## config.mk

```make
export PLATFORM = sky130hd
export DESIGN_NAME = npirw_top
export DESIGN_NICKNAME = d
export VERILOG_FILES = /design/src/rtl/npirw_pkg.sv /design/src/rtl/npirw_pwm.sv /design/src/rtl/npirw_top.sv
export VERILOG_INCLUDE_DIRS = /design/src /design/src/rtl
export SDC_FILE = /design/constraint.sdc
export NUM_CORES = 1
export LEC_CHECK = 0
export ABC_AREA = 1
export BUFFER_PORTS_ARGS = -buffer_cell sky130_fd_sc_hd__buf_4
export CORE_UTILIZATION = 32
export CTS_CLUSTER_SIZE = 14
export DETAILED_ROUTE_END_ITERATION = 10
export GPL_TIMING_DRIVEN = 0
export HOLD_SLACK_MARGIN = 0.12
export SYNTH_ARGS = -nofsm -noshare
export SYNTH_HDL_FRONTEND = slang
export SYNTH_SLANG_ARGS = --single-unit
```

## constraint.sdc

```tcl
create_clock -name SYS_CLK -period 1.8 [get_ports SYS_CLK]
set_input_delay 0.27 -clock SYS_CLK [delete_from_list [all_inputs] [get_ports SYS_CLK]]
set_output_delay 0.27 -clock SYS_CLK [all_outputs]
set_load 0.02 [all_outputs]
```

## src/rtl/npirw_regs.svh

```systemverilog
`ifndef NPIRW_REGS_SVH
`define NPIRW_REGS_SVH

// Register byte offsets
`define NPIRW_OFS_DIR    8'h00
`define NPIRW_OFS_OUT    8'h04
`define NPIRW_OFS_IN     8'h08
`define NPIRW_OFS_MODE   8'h0C
`define NPIRW_OFS_PWMEN  8'h10
`define NPIRW_OFS_DUTY0  8'h14
`define NPIRW_OFS_DUTY1  8'h18
`define NPIRW_OFS_DUTY2  8'h1C
`define NPIRW_OFS_DUTY3  8'h20
`define NPIRW_OFS_POWER  8'h24

// Field positions
`define NPIRW_MODE_IR_SEL 1
`define NPIRW_MODE_IR_EN  3
`define NPIRW_PWR_HALT    0
`define NPIRW_PWR_WAKE    1
`define NPIRW_B3          7
`define NPIRW_C0          8
`define NPIRW_C3          11

// Reset values
`define NPIRW_RST_16     16'h0000
`define NPIRW_RST_DUTY   8'h00
`define NPIRW_RST_PWMEN  4'h0

// AXI answers
`define NPIRW_RESP_OKAY   2'h0
`define NPIRW_RESP_SLVERR 2'h2

// Timing
`define NPIRW_CLK_HZ     100000000
`define NPIRW_IR_HZ      38500
`define NPIRW_IR_HALF    (`NPIRW_CLK_HZ / (2 * `NPIRW_IR_HZ))
`define NPIRW_PWM_TOP    8'hFF

`endif

```

## src/rtl/npirw_pkg.sv

```systemverilog
package npirw_pkg;

  typedef enum logic [1:0] {
    NPIRW_RUN  = 2'b00,
    NPIRW_STOP = 2'b01
  } npirw_pwr_e;

  typedef struct packed {
    logic ir_en;
    logic ir_sel;
  } npirw_mode_s;

  typedef struct packed {
    logic [15:0] out;
    logic [15:0] oe;
    logic [15:0] pull;
  } npirw_pad_s;

endpackage

```

## src/rtl/npirw_pwm.sv

```systemverilog
`timescale 1ns/100ps
`include "npirw_regs.svh"

module npirw_pwm
  import npirw_pkg::*;
(
  // Clock and reset
  input  wire logic       clk,
  input  wire logic       rst_n,
  // Duty and output
  input  wire logic [7:0] duty,
  output logic            pwm
);

  logic [7:0] cnt;

  always_ff @(posedge clk or negedge rst_n) begin
    if (!rst_n) begin
      cnt <= 8'h00;
    end else begin
      cnt <= cnt + 8'h01;
    end
  end

  always_ff @(posedge clk or negedge rst_n) begin
    if (!rst_n) begin
      pwm <= 1'b0;
    end else begin
      pwm <= (cnt < duty);
    end
  end
endmodule

```

## src/rtl/npirw_top.sv

```systemverilog
// Local design decisions: the AXI4-Lite register port and the register addresses.
`timescale 1ns/100ps
`include "npirw_regs.svh"

// Operation
// - Sixteen pins, each input pull-low or output
// - Halt stops clock, pins hold state
// - Any pin edge while stopped wakes
// - Mode bit 3 enables infrared carrier
// - Port C bit 3 gated by carrier
// - Select bit routes to B3 or C3
// - Four port C pins, own duty each
module npirw_top
  import npirw_pkg::*;
(
  // Clock and reset
  input  wire logic        SYS_CLK,
  input  wire logic        RESETN,
  // AXI4-Lite write
  input  wire logic [7:0]  S_AXI_AWADDR,
  input  wire logic        S_AXI_AWVALID,
  output logic             S_AXI_AWREADY,
  input  wire logic [31:0] S_AXI_WDATA,
  input  wire logic [3:0]  S_AXI_WSTRB,
  input  wire logic        S_AXI_WVALID,
  output logic             S_AXI_WREADY,
  output logic [1:0]       S_AXI_BRESP,
  output logic             S_AXI_BVALID,
  input  wire logic        S_AXI_BREADY,
  // AXI4-Lite read
  input  wire logic [7:0]  S_AXI_ARADDR,
  input  wire logic        S_AXI_ARVALID,
  output logic             S_AXI_ARREADY,
  output logic [31:0]      S_AXI_RDATA,
  output logic [1:0]       S_AXI_RRESP,
  output logic             S_AXI_RVALID,
  input  wire logic        S_AXI_RREADY,
  // Pins: [3:0] A, [7:4] B, [11:8] C, [15:12] D
  input  wire logic [15:0] PORT_IN,
  output logic [15:0]      PORT_OUT,
  output logic [15:0]      PORT_OE,
  output logic [15:0]      PORT_PULL,
  // System clock gate
  output logic             CLK_RUN
);

  localparam logic [10:0] IR_HALF = 11'(`NPIRW_IR_HALF);

  logic [7:0]  aw_addr;
  logic [31:0] w_data;
  logic [3:0]  w_strb;
  logic        do_write;
  logic [15:0] dir;
  logic [15:0] out_reg;
  npirw_mode_s mode;
  logic [3:0]  pwm_en;
  logic [7:0]  duty [4];
  logic [3:0]  pwm;
  npirw_pwr_e  pwr;
  logic        wake_flag;
  logic [15:0] in_prev;
  logic        pin_edge;
  logic        halt_req;
  logic [10:0] car_cnt;
  logic        carrier;
  logic [31:0] rd_data;
  logic        rd_ok;
  logic        wr_ok;
  npirw_pad_s  next_pad;

  assign do_write = !S_AXI_AWREADY && !S_AXI_WREADY && !S_AXI_BVALID;
  assign halt_req = do_write && aw_addr == `NPIRW_OFS_POWER && w_strb[0]
                    && w_data[`NPIRW_PWR_HALT];
  assign pin_edge = |(PORT_IN ^ in_prev);

  // Write channels, either order
  always_ff @(posedge SYS_CLK or negedge RESETN) begin
    if (!RESETN) begin
      S_AXI_AWREADY <= 1'b1;
      S_AXI_WREADY  <= 1'b1;
      S_AXI_BVALID  <= 1'b0;
      S_AXI_BRESP   <= `NPIRW_RESP_OKAY;
      aw_addr       <= 8'h00;
      w_data        <= 32'h0000_0000;
      w_strb        <= 4'h0;
    end else begin
      if (S_AXI_AWVALID && S_AXI_AWREADY) begin
        S_AXI_AWREADY <= 1'b0;
        aw_addr       <= S_AXI_AWADDR;
      end
      if (S_AXI_WVALID && S_AXI_WREADY) begin
        S_AXI_WREADY <= 1'b0;
        w_data       <= S_AXI_WDATA;
        w_strb       <= S_AXI_WSTRB;
      end
      if (do_write) begin
        S_AXI_BVALID <= 1'b1;
        S_AXI_BRESP  <= wr_ok ? `NPIRW_RESP_OKAY : `NPIRW_RESP_SLVERR;
      end
      if (S_AXI_BVALID && S_AXI_BREADY) begin
        S_AXI_BVALID  <= 1'b0;
        S_AXI_AWREADY <= 1'b1;
        S_AXI_WREADY  <= 1'b1;
      end
    end
  end

  always_comb begin
    case (aw_addr)
      `NPIRW_OFS_DIR, `NPIRW_OFS_OUT, `NPIRW_OFS_IN, `NPIRW_OFS_MODE,
      `NPIRW_OFS_PWMEN, `NPIRW_OFS_DUTY0, `NPIRW_OFS_DUTY1,
      `NPIRW_OFS_DUTY2, `NPIRW_OFS_DUTY3, `NPIRW_OFS_POWER: wr_ok = 1'b1;
      default: wr_ok = 1'b0;
    endcase
  end

  always_ff @(posedge SYS_CLK or negedge RESETN) begin
    if (!RESETN) begin
      dir     <= `NPIRW_RST_16;
      out_reg <= `NPIRW_RST_16;
    end else if (do_write) begin
      if (aw_addr == `NPIRW_OFS_DIR) begin
        if (w_strb[0]) dir[7:0] <= w_data[7:0];
        if (w_strb[1]) dir[15:8] <= w_data[15:8];
      end
      if (aw_addr == `NPIRW_OFS_OUT) begin
        if (w_strb[0]) out_reg[7:0] <= w_data[7:0];
        if (w_strb[1]) out_reg[15:8] <= w_data[15:8];
      end
    end
  end

  always_ff @(posedge SYS_CLK or negedge RESETN) begin
    if (!RESETN) begin
      mode   <= '0;
      pwm_en <= `NPIRW_RST_PWMEN;
      for (int i = 0; i < 4; i++) begin
        duty[i] <= `NPIRW_RST_DUTY;
      end
    end else if (do_write && w_strb[0]) begin
      if (aw_addr == `NPIRW_OFS_MODE) begin
        mode.ir_en  <= w_data[`NPIRW_MODE_IR_EN];
        mode.ir_sel <= w_data[`NPIRW_MODE_IR_SEL];
      end
      if (aw_addr == `NPIRW_OFS_PWMEN) pwm_en <= w_data[3:0];
      if (aw_addr == `NPIRW_OFS_DUTY0) duty[0] <= w_data[7:0];
      if (aw_addr == `NPIRW_OFS_DUTY1) duty[1] <= w_data[7:0];
      if (aw_addr == `NPIRW_OFS_DUTY2) duty[2] <= w_data[7:0];
      if (aw_addr == `NPIRW_OFS_DUTY3) duty[3] <= w_data[7:0];
    end
  end

  // Read channel
  always_comb begin
    rd_data = 32'h0000_0000;
    rd_ok   = 1'b1;
    case (S_AXI_ARADDR)
      `NPIRW_OFS_DIR:   rd_data[15:0] = dir;
      `NPIRW_OFS_OUT:   rd_data[15:0] = out_reg;
      `NPIRW_OFS_IN:    rd_data[15:0] = PORT_IN;
      `NPIRW_OFS_MODE: begin
        rd_data[`NPIRW_MODE_IR_EN]  = mode.ir_en;
        rd_data[`NPIRW_MODE_IR_SEL] = mode.ir_sel;
      end
      `NPIRW_OFS_PWMEN: rd_data[3:0] = pwm_en;
      `NPIRW_OFS_DUTY0: rd_data[7:0] = duty[0];
      `NPIRW_OFS_DUTY1: rd_data[7:0] = duty[1];
      `NPIRW_OFS_DUTY2: rd_data[7:0] = duty[2];
      `NPIRW_OFS_DUTY3: rd_data[7:0] = duty[3];
      `NPIRW_OFS_POWER: begin
        rd_data[`NPIRW_PWR_HALT] = (pwr == NPIRW_STOP);
        rd_data[`NPIRW_PWR_WAKE] = wake_flag;
      end
      default:          rd_ok = 1'b0;
    endcase
  end

  always_ff @(posedge SYS_CLK or negedge RESETN) begin
    if (!RESETN) begin
      S_AXI_ARREADY <= 1'b1;
      S_AXI_RVALID  <= 1'b0;
      S_AXI_RDATA   <= 32'h0000_0000;
      S_AXI_RRESP   <= `NPIRW_RESP_OKAY;
    end else if (S_AXI_ARVALID && S_AXI_ARREADY) begin
      S_AXI_ARREADY <= 1'b0;
      S_AXI_RVALID  <= 1'b1;
      S_AXI_RDATA   <= rd_data;
      S_AXI_RRESP   <= rd_ok ? `NPIRW_RESP_OKAY : `NPIRW_RESP_SLVERR;
    end else if (S_AXI_RVALID && S_AXI_RREADY) begin
      S_AXI_RVALID  <= 1'b0;
      S_AXI_ARREADY <= 1'b1;
    end
  end

  always_ff @(posedge SYS_CLK or negedge RESETN) begin
    if (!RESETN) begin
      pwr     <= NPIRW_RUN;
      CLK_RUN <= 1'b1;
      in_prev <= `NPIRW_RST_16;
    end else begin
      in_prev <= PORT_IN;
      case (pwr)
        NPIRW_RUN: begin
          if (halt_req) begin
            pwr     <= NPIRW_STOP;
            CLK_RUN <= 1'b0;
          end
        end
        NPIRW_STOP: begin
          if (pin_edge) begin
            pwr     <= NPIRW_RUN;
            CLK_RUN <= 1'b1;
          end
        end
        default: begin
          pwr     <= NPIRW_RUN;
          CLK_RUN <= 1'b1;
        end
      endcase
    end
  end

  // Sticky wake flag; a new wake beats a clear
  always_ff @(posedge SYS_CLK or negedge RESETN) begin
    if (!RESETN) begin
      wake_flag <= 1'b0;
    end else if (pwr == NPIRW_STOP && pin_edge) begin
      wake_flag <= 1'b1;
    end else if (do_write && aw_addr == `NPIRW_OFS_POWER && w_strb[0]
                 && w_data[`NPIRW_PWR_WAKE]) begin
      wake_flag <= 1'b0;
    end
  end

  always_ff @(posedge SYS_CLK or negedge RESETN) begin
    if (!RESETN) begin
      car_cnt <= 11'h000;
      carrier <= 1'b0;
    end else if (car_cnt == IR_HALF - 11'h001) begin
      car_cnt <= 11'h000;
      carrier <= ~carrier;
    end else begin
      car_cnt <= car_cnt + 11'h001;
    end
  end

  // one channel per port C pin
  for (genvar g = 0; g < 4; g++) begin : g_pwm
    npirw_pwm u_pwm (
      .clk   (SYS_CLK),
      .rst_n (RESETN),
      .duty  (duty[g]),
      .pwm   (pwm[g])
    );
  end

  always_comb begin
    next_pad.out  = out_reg;
    next_pad.oe   = dir;
    next_pad.pull = ~dir;
    for (int i = 0; i < 4; i++) begin
      if (pwm_en[i]) next_pad.out[`NPIRW_C0 + i] = pwm[i];
    end
    if (mode.ir_en && mode.ir_sel) begin
      next_pad.out[`NPIRW_B3] = out_reg[`NPIRW_C3] & carrier;
    end
    if (mode.ir_en && !mode.ir_sel) begin
      next_pad.out[`NPIRW_C3] = out_reg[`NPIRW_C3] & carrier;
    end
  end

  always_ff @(posedge SYS_CLK or negedge RESETN) begin
    if (!RESETN) begin
      PORT_OUT  <= `NPIRW_RST_16;
      PORT_OE   <= `NPIRW_RST_16;
      PORT_PULL <= ~`NPIRW_RST_16;
    end else if (pwr == NPIRW_RUN) begin
      PORT_OUT  <= next_pad.out;
      PORT_OE   <= next_pad.oe;
      PORT_PULL <= next_pad.pull;
    end
  end
endmodule

```

==> impl_metrics.ini, run 1 <==
[run_status]
outcome = finished clean

[worst_setup_path]
crit_chain = clkbuf_1, clkbuf_1, nand2_1, o21ai_0
reg2reg_to = PORT_PULL[14]
r2r_slack_ns = 0.14
crit_path_start = pwr[0]
critical_path.max_stage_delay_ns = 0.50
worstPathArrival_ns = 2.12
path_class = reg2reg
path_buf_inv = 2
critPathMaxFanout = 10
crit_required_ns = 2.26
start_kind = flop
crit_top_cell = clkbuf_1
slowest_stage = clkbuf_1
end_kind = flop
crit_family = buffers and inverters
rr_startpoint = pwr[0]
reg2reg_depth = 4

[sta]
period_needed_ns = 1.66
finalSetupViolCount = 0
rsz0062_at_grt = false
finalMaxSlewViolations = 0
fin_crit_sh_pct = 92.2
skew_ns = 0.0235
maxSlewHeadroom_pct = 58.7
fin_tns_setup_ns = 0
tightest_slew_ns = 0.619
max_freq_ghz = 0.602
final_hold_viol_count = 0

[global_route]
track_usage_pct = 17.2
grt_max_degree = 106
globalRouteOverflowTotal = 0
antenna_found_initial = 0
grt_pass1_vias = 8293
grt_pass1_wl_um = 45500

[floorplanning]
die_height_um = 185
die_w_um = 185
dieArea_um2 = 34300
num_rows = 66
coreArea_um2 = 32800
initial_core_util_pct = 32.7
ios = 165

[synth]
synth-simple-area-share_pct = 20.5
ys_seq_area_share_pct = 54.8
synth-xor-area-share_pct = 3.75
muxShareOfSynthArea_pct = 0.420
ys_ff_latch = 234
synthCells = 1179
yosysWarnings = 0
synth_compound_area_share_pct = 9.34
synthAdderAreaFrac_pct = 3.96
synth_top_family_by_area = simple AND/OR/NAND/NOR gates
avgSynthCellArea_um2 = 9.10
synthesis.area_um2 = 10700
synth_cell_types = 39

[flow_run]
maxCapViolCount = 0

[clock_network]
cts_tree = built
cts_sinks = 234
clkTransAtPathRegs_ns = 0.07
clock_latency_ns = 0.54
root_buffer = clkbuf_16
h-tree-depth = 1
cts_buffer_depth = 3
cts_setup_buffers = 0
cts_buffers = 26

[routing]
wl_um = 28900
drt_iter0_drc = 597
drt_pass1_iterations = 5
drc_errors = 0
viasPerCell = 4.59
dr_total_vias = 8569
wl_per_cell_um = 15.5
ant_nets = 0

[worst_hold_path]
min_from = S_AXI_ARVALID
min_path_type = in2reg
hold_depth = 5
whs_endpoint = S_AXI_RDATA[3]

[final_layout]
fin_util_pct = 42.0
reg.largest.list = duty (32), g_pwm.u_pwm.cnt (32)
syn_to_final_growth_pct = 28.4
layout.nets = 1512
drive_gt1_share_pct = 19.6
antenna_cells = 0

[placement]
gp_congestion = 0.856
portBuffers = 128
hpwl_um = 21500

[power_and_ir_drop]
vdd_drop_max_mv = 0.882
totalPowerFinal_mw = 15.4
p_leak_nw = 6.77
cellPowerDensity_nw_per_um2 = 1120
[kinds of logic after synthesis]
group	count (synthesis)
AO/OA/AOI/OAI	184
AND/OR/NAND/NOR	507
adder cells (fa/ha/maj)	34
flip-flops	234
buffers and inverters	169
other	1
XOR/XNOR	46
multiplexers	4
[worst max path at each step]
stage,end,slack [ns],cells past startpoint
after floorplan,duty[15],0.26,7
after global placement,car_cnt[0],-1.36,1
after detailed placement,S_AXI_RRESP[1],-0.18,9
after CTS,PORT_OE[5],0.10,3
after global routing,S_AXI_RVALID,0.03,4
final,PORT_PULL[14],0.14,4
[synth_stat cells, drive strengths merged]
cell	instances	area (µm²)
a21boi	1	7.51
clkinv	2	7.51
xnor2	23	201
nand2	329	1270
dfrtp	214	5360
a21oi	53	265
nor3	10	61.3
conb	1	3.75
a31oi	1	6.26
o21bai	1	7.51
o211ai	1	7.51
o31ai	5	37.5
ha	34	425
mux2	4	45.0
nand3b	1	20.0
inv	116	435
o21ai	122	671
dfstp	20	526
buf	35	270
xor2	23	201
nand4	11	98.8
nor2	86	370
nand3	68	363
clkbuf	16	60.1
nor4	2	12.5
[where the power goes]
group / leakage (nW) / internal (mW) / switching, mW
clock: 0.446 / 3.60 / 2.15
sequential: 2.99 / 6.06 / 0.575
combinational: 3.33 / 1.07 / 1.96
total: 6.77 / 10.7 / 4.68
[final cells by class]
cell class | count | area (µm²)
plain buffers | 51 | 332
clock buffers | 41 | 758
clock inverters | 7 | 160
fillers | 3216 | 19000
inverters | 118 | 443
multi-input cells | 793 | 4140
flip-flops and latches | 234 | 5880
well taps | 442 | 553
repair buffers | 179 | 1510
[repair_timing]
action | CTS | global route
endpoints found under the hold margin | 168 | 0
endpoints found under the setup margin | 0 | 8
resized for setup | 0 | 2
hold buffers | 49 | 0
[metrics by stage]
step / hold slack [ns] / instances / area, µm² / setup slack, ns
4_1_cts: 0.190 / 1865 / 13800 / 0.101
6_report: 0.198 / 1865 / 13800 / 0.140
5_1_grt: 0.237 / 1865 / 13800 / 0.0261
3_5_place_dp: 0.215 / 1768 / 12400 / -0.180
3_3_place_gp: 0.409 / 1766 / 12300 / -1.36
2_1_floorplan: -0.0256 / 1196 / 10800 / 0.261
[cell usage in the layout (no fill, tap or decap), types with 3 or more instances in the layout]
cell	synthesis	final
nand3_1	65	65
dlygate4sd3_1	0	49
inv_1	108	108
o21ai_2	16	16
ha_1	34	34
nand4_1	9	9
xor2_1	23	23
nand2_1	316	316
buf_2	6	6
mux2_2	4	4
nand2_2	12	12
bufinv_16	0	5
clkbuf_1	16	26
clkbuf_16	0	27
xnor2_1	23	23
nor2_2	4	4
o21ai_1	23	23
o31ai_1	5	5
clkbuf_8	0	3
o21ai_0	83	83
buf_6	7	7
dfrtp_1	214	214
nor2_1	77	77
inv_2	8	8
dfstp_2	20	20
buf_4	21	148
nor3_1	9	9
a21oi_1	53	53
conb_1	1	18
nor2_4	5	5
[worst reg2reg max path, stage by stage, from the launching register on]
cell	delay, ns
dfrtp_1	0.41
clkbuf_1	0.47
clkbuf_1	0.50
nand2_1	0.10
o21ai_0	0.10
[metal layers]
| metal | part of all wire (%) | GRT usage (%) |
|---|---|---|
| met5 | 0 | 0 |
| met4 | 2.6 | 5.12 |
| met3 | 4.6 | 2.63 |
| met2 | 45 | 26.7 |
| met1 | 48 | 24.7 |
Power figures use the tool's default switching activity.
==> inputs of run 2 (changes only) <==
Settings changed: ABC_AREA 1 to unset, CORE_MARGIN set to 2, SLEW_MARGIN set to 20.
==> impl_metrics.ini, run 2 <==
[sta]
fin_crit_sh_pct = 114
finalMaxSlewViolations = 0
finalSetupViolCount = 58
rsz0062_at_grt = true
period_needed_ns = 2.06
skew_ns = 0.0161
tightest_slew_ns = 0.731
maxSlewHeadroom_pct = 50.8
final_hold_viol_count = 0
fin_ws_ns = -0.257
max_freq_ghz = 0.486

[synth]
synthesis.area_um2 = 10600
avgSynthCellArea_um2 = 12.3
synth_most_common_cell = dfrtp_1
ys_seq_area_share_pct = 55.6
synth_edf_count = 0
synth_cell_types = 62
synth_area_leaders = dfrtp_1, mux2_2, dfstp_2
synth-async-reset-ratio_pct = 100
ys_ff_latch = 234
ys_top_cells_by_count = dfrtp_1, mux2_2, nand2_1, o21ai_0, inv_1
synth_top_area_share_pct = 50.7
yosysWarnings = 0
ys.flop_type = dfrtp_1
synthCells = 863
synth_top_area_cell = dfrtp_1

[final_layout]
fin_util_pct = 43.1
drive_gt1_share_pct = 34.1
antenna_cells = 0
layout.nets = 1207
final_cell_mix = dfrtp_1, buf_4, mux2_2
n_fill_cell = 3075
syn_to_final_growth_pct = 32.8
reg.largest.list = duty (32), g_pwm.u_pwm.cnt (32)
layout_commonest_cell = dfrtp_1

[power_and_ir_drop]
power_frac_comb_pct = 20.0
clkPwrFrac_pct = 34.6
p_sw_share_pct = 29.4
p_int_mw = 11.2
cellPowerDensity_nw_per_um2 = 1130
pwr-share-seq_pct = 45.4
switching_power_mw = 4.68
p_leak_nw = 6.46
vdd_drop_max_mv = 0.672
totalPowerFinal_mw = 15.9

[global_route]
antenna_found_initial = 0
grt_pass1_wl_um = 44100
globalRouteOverflowTotal = 0
grt_max_degree = 86
grt_pass1_vias = 7607
track_usage_pct = 16.7

[floorplanning]
die_height_um = 186
num_rows = 66
initial_core_util_pct = 32.5
dieArea_um2 = 34500
coreArea_um2 = 32500
die_w_um = 186
ios = 165

[clock_network]
h-tree-depth = 1
cts_buffers = 27
root_buffer = clkbuf_16
cts_buffer_depth = 3
clock_latency_ns = 0.53
clkTransAtPathRegs_ns = 0.06
cts_tree = built
cts_sinks = 234

[worst_setup_path]
critical_path.max_stage_delay_ns = 0.38
path_class = reg2reg
crit_top_cell = buf_6
worstPathArrival_ns = 2.46
end_kind = flop
start_kind = flop
crit_chain = or3_1, buf_6, or3_4, nor3_4, buf_6, mux2_4
slowest_stage = or3_4
critPathMaxFanout = 5
crit_path_start = S_AXI_WREADY
rr_startpoint = S_AXI_WREADY
crit_required_ns = 2.20

[routing]
drc_errors = 0
ant_nets = 0
viasPerCell = 4.73
drt_pass1_iterations = 4
wl_um = 28300
dr_total_vias = 7381
drt_iter0_drc = 451
wl_per_cell_um = 18.1

[placement]
gp_congestion = 0.876
hpwl_um = 20300
portBuffers = 128

[run_status]
outcome = finished with violations
failed_checks = setup timing

[flow_run]
maxCapViolCount = 0

[worst_hold_path]
min_path_type = in2async
run 2: cell count changes in the layout (fill, tap and decap cells not counted), moves of 23 or more:
cell     previous run  this run
mux2_2              4        89
nand2_1           316        71
inv_1             108        43
mux2_4              0        34
a21oi_1            53         8
o21ai_1            23         0
o21ai_0            83        54
mux2i_1             0        32
nor2_1             77        21
nand3_1            65        22
run 2: timing repair:
item / in CTS / in global routing
setup buffers: 10 / 2
pin swaps: 6 / 4
hold buffers: 51 / 0
resized for setup: 31 / 19
setup endpoints to repair: 100 / 101
endpoints found under the hold margin: 118 / 0
run 2: final timing paths:
check                                         to  slack [ns]  cells after the start
setup / recovery                      out_reg[1]       -0.26                      6
hold / removal                        car_cnt[7]        0.28                      2
setup reg to reg                      out_reg[1]       -0.26                      6
hold reg to reg            g_pwm[2].u_pwm.cnt[7]        0.48                      1
max in group asynchronous  g_pwm[2].u_pwm.cnt[5]        0.29                      4
min in group SYS_CLK              S_AXI_RDATA[0]        0.28                      4
run 2: cells by family after synthesis:
logic type | share of synthesized area, %
AO/OA/AOI/OAI | 7.27
XOR/XNOR | 4.14
adder cells (fa/ha/maj) | 4.02
buffers and inverters | 3.86
flip-flops | 55.6
multiplexers | 16.3
other | 0.0355
AND/OR/NAND/NOR | 8.71
run 2: layout make-up:
type	instances	area [µm²]	share of cell area, %
Sequential cell	234	5880	41.9
Multi-Input combinational cell	556	4620	32.9
Timing Repair Buffer	193	1670	11.9
Clock buffer	42	772	5.50
Tap cell	442	553	3.94
Buffer	43	260	1.85
Inverter	43	161	1.15
Clock inverter	7	118	0.838
run 2: critical path, delay by kind of cell, from the launching register on:
kind	cells	cell delay, ns
and+or+nand+nor	3	0.93
buffers and inverters	2	0.33
DFF	1	0.37
muxes	1	0.30
run 2: metrics by stage:
step	worst slack (ns)	hold slack [ns]	TNS [ns]	cells	instance area, µm²
3_3_place_gp	-1.61	0.404	-335.61	1450	12300
4_1_cts	-0.269	0.244	-10.85	1560	14000
2_1_floorplan	-0.235	-0.0256	-8.77	880	10800
5_1_grt	-0.280	0.276	-12.00	1560	14000
3_5_place_dp	-0.672	0.271	-32.89	1452	12300
6_report	-0.257	0.275	-8.88	1560	14000
run 2: power groups by stage:
| stage | Clock [mW] | Sequential (mW) | Combinational, mW |
|---|---|---|---|
| 2_1_floorplan | 0 | 7.14 | 1.52 |
| 3_3_place_gp | 0 | 7.22 | 2.79 |
| 3_5_place_dp | 0 | 7.25 | 2.87 |
| 4_1_cts | 5.62 | 7.18 | 3.14 |
| 5_1_grt | 5.87 | 7.34 | 3.46 |
| 6_report | 5.50 | 7.21 | 3.19 |
run 2: layer usage:
metal	vias to the layer above	wire length, µm	global-route usage, %
li1	3488	-	-
met1	3663	13200	23.9
met2	182	12800	26.1
met3	48	1570	2.78
met4	0	704	4.63
met5	-	0	0
==> inputs of run 3 (changes only) <==
Settings changed: CORE_UTILIZATION 32 to 45, PLACE_DENSITY set to 0.66.
==> impl_metrics.ini, run 3 (synthesized netlist as in run 2, its figures left out) <==
[run_status]
outcome = finished with violations
failed_checks = setup timing

[sta]
finalMaxSlewViolations = 0
fin_ws_ns = -0.256
max_freq_ghz = 0.486
period_needed_ns = 2.06
skew_ns = 0.0179
maxSlewHeadroom_pct = 43.3
finalSetupViolCount = 73
final_hold_viol_count = 0
tightest_slew_ns = 0.850
fin_crit_sh_pct = 114
rsz0062_at_grt = true

[routing]
ant_nets = 0
drc_errors = 0
drt_iter0_drc = 434
wl_per_cell_um = 18.8
viasPerCell = 5.23
dr_total_vias = 7532
drt_pass1_iterations = 6
wl_um = 27000

[worst_setup_path]
start_kind = flop
crit_required_ns = 2.20
crit_path_start = S_AXI_WREADY
cp-endpoint = mode[1]
crit_top_cell = buf_6
reg2reg_to = mode[1]
critical_path.max_stage_delay_ns = 0.38
r2r_slack_ns = -0.26
slowest_stage = or3_4
critPathMaxFanout = 4
end_kind = flop
reg2reg_depth = 6
crit_chain = or3_1, buf_6, or3_4, buf_6, nor3_4, mux2_4
rr_startpoint = S_AXI_WREADY
worstPathArrival_ns = 2.46
path_class = reg2reg

[placement]
hpwl_um = 19300
portBuffers = 128
gp_congestion = 0.918
dp_cells = 1329
place_ws_ns = -0.610

[clock_network]
cts_sinks = 234
clock_latency_ns = 0.53
h-tree-depth = 1
root_buffer = clkbuf_16
cts_buffer_depth = 3
clkTransAtPathRegs_ns = 0.06
cts_buffers = 26
cts_tree = built

[floorplanning]
die_height_um = 157
ios = 165
die_w_um = 157
initial_core_util_pct = 45.4
dieArea_um2 = 24700
coreArea_um2 = 23300
num_rows = 56

[final_layout]
syn_to_final_growth_pct = 30.9
drive_gt1_share_pct = 34.1
final_cell_mix = dfrtp_1, buf_4, mux2_2
layout_commonest_cell = dfrtp_1
final_cells = 1439
fin_util_pct = 59.5
n_fill_cell = 1925
layout.nets = 1208
reg.largest.list = duty (32), g_pwm.u_pwm.cnt (32)

[global_route]
track_usage_pct = 22.2
antenna_found_initial = 1
grt_max_degree = 102
grt_pass1_wl_um = 42000
globalRouteOverflowTotal = 0
grt_pass1_vias = 7500

[power_and_ir_drop]
power_frac_comb_pct = 20.3
p_leak_nw = 6.47
p_sw_share_pct = 29.9
cellPowerDensity_nw_per_um2 = 1130
totalPowerFinal_mw = 15.6
clkPwrFrac_pct = 33.3
vdd_drop_max_mv = 1.24
pwr-share-seq_pct = 46.4
switching_power_mw = 4.67
p_int_mw = 11.0

[flow_run]
maxCapViolCount = 0

[worst_hold_path]
min_path_type = in2reg
==> run 3: changes by cell type in the layout (fill, tap and decap cells not counted), moves of 2 or more <==
cell       change
clkbuf_1       -7
clkinv_2       +7
a2111oi_1      +2
a2111oi_2      -2
bufinv_16      -2
clkbuf_4       -2
mux2_2         -2
mux2_4         +2
nand2b_1       +2
nand2b_4       -2
==> run 3: cell type report <==
cell class / instances / area [µm²] / share of cell area [%]
Timing Repair Buffer: 194 / 1690 / 12.2
Multi-Input combinational cell: 556 / 4590 / 33.1
Antenna cell: 1 / 2.50 / 0.0181
Clock buffer: 37 / 763 / 5.51
Buffer: 44 / 270 / 1.95
Sequential cell: 234 / 5880 / 42.5
Inverter: 43 / 161 / 1.17
Clock inverter: 11 / 86.3 / 0.624
Tap cell: 319 / 399 / 2.88
==> run 3: layer usage <==
metal	part of all wire, %	global-route usage (%)
met5	0	0
met4	2.3	6.15
met3	5.1	2.75
met2	46	34.7
met1	47	32.7
==> run 3: worst min-delay path by stage <==
stage	start	end	slack, ns	cells past startpoint
after floorplan	RESETN	PORT_OE[0]	-0.03	0
after global placement	PORT_IN[15]	in_prev[15]	0.41	1
after detailed placement	RESETN	car_cnt[9]	0.24	1
after CTS	S_AXI_ARADDR[6]	S_AXI_RDATA[0]	0.24	4
after global routing	S_AXI_ARADDR[6]	S_AXI_RDATA[0]	0.27	4
final	S_AXI_ARADDR[6]	S_AXI_RDATA[0]	0.26	4
==> run 3: what timing repair did <==
item / 4_1_cts / 5_1_grt
resized for setup: 19 / 24
setup buffers: 11 / 2
hold buffers: 51 / 0
endpoints found under the hold margin: 107 / 0
pin swaps: 6 / 4
setup endpoints to repair: 108 / 101
==> run 3: stage by stage <==
stage	hold slack, ns	instance area [µm²]	TNS, ns
after detailed placement	0.243	12200	-30.37
after global routing	0.270	13800	-17.04
after global placement	0.406	12100	-319.70
final	0.261	13800	-11.65
after CTS	0.239	13800	-11.72
after floorplan	-0.0256	10800	-8.77
==> run 3: power by group through the flow <==
stage                     registers [mW]  clock network [mW]  logic [mW]
final                               7.25                5.21        3.18
after global routing                7.36                5.55        3.44
after CTS                           7.20                5.30        3.11
after detailed placement            7.27                   0        2.82
after global placement              7.24                   0        2.74
after floorplan                     7.14                   0        1.52
==> run 3: critical path: cells and delay by family, from the launching register on <==
family | cells | cell delay, ns
buffers and inverters | 2 | 0.28
AND/OR/NAND/NOR | 3 | 0.96
multiplexers | 1 | 0.32
flip-flops | 1 | 0.37
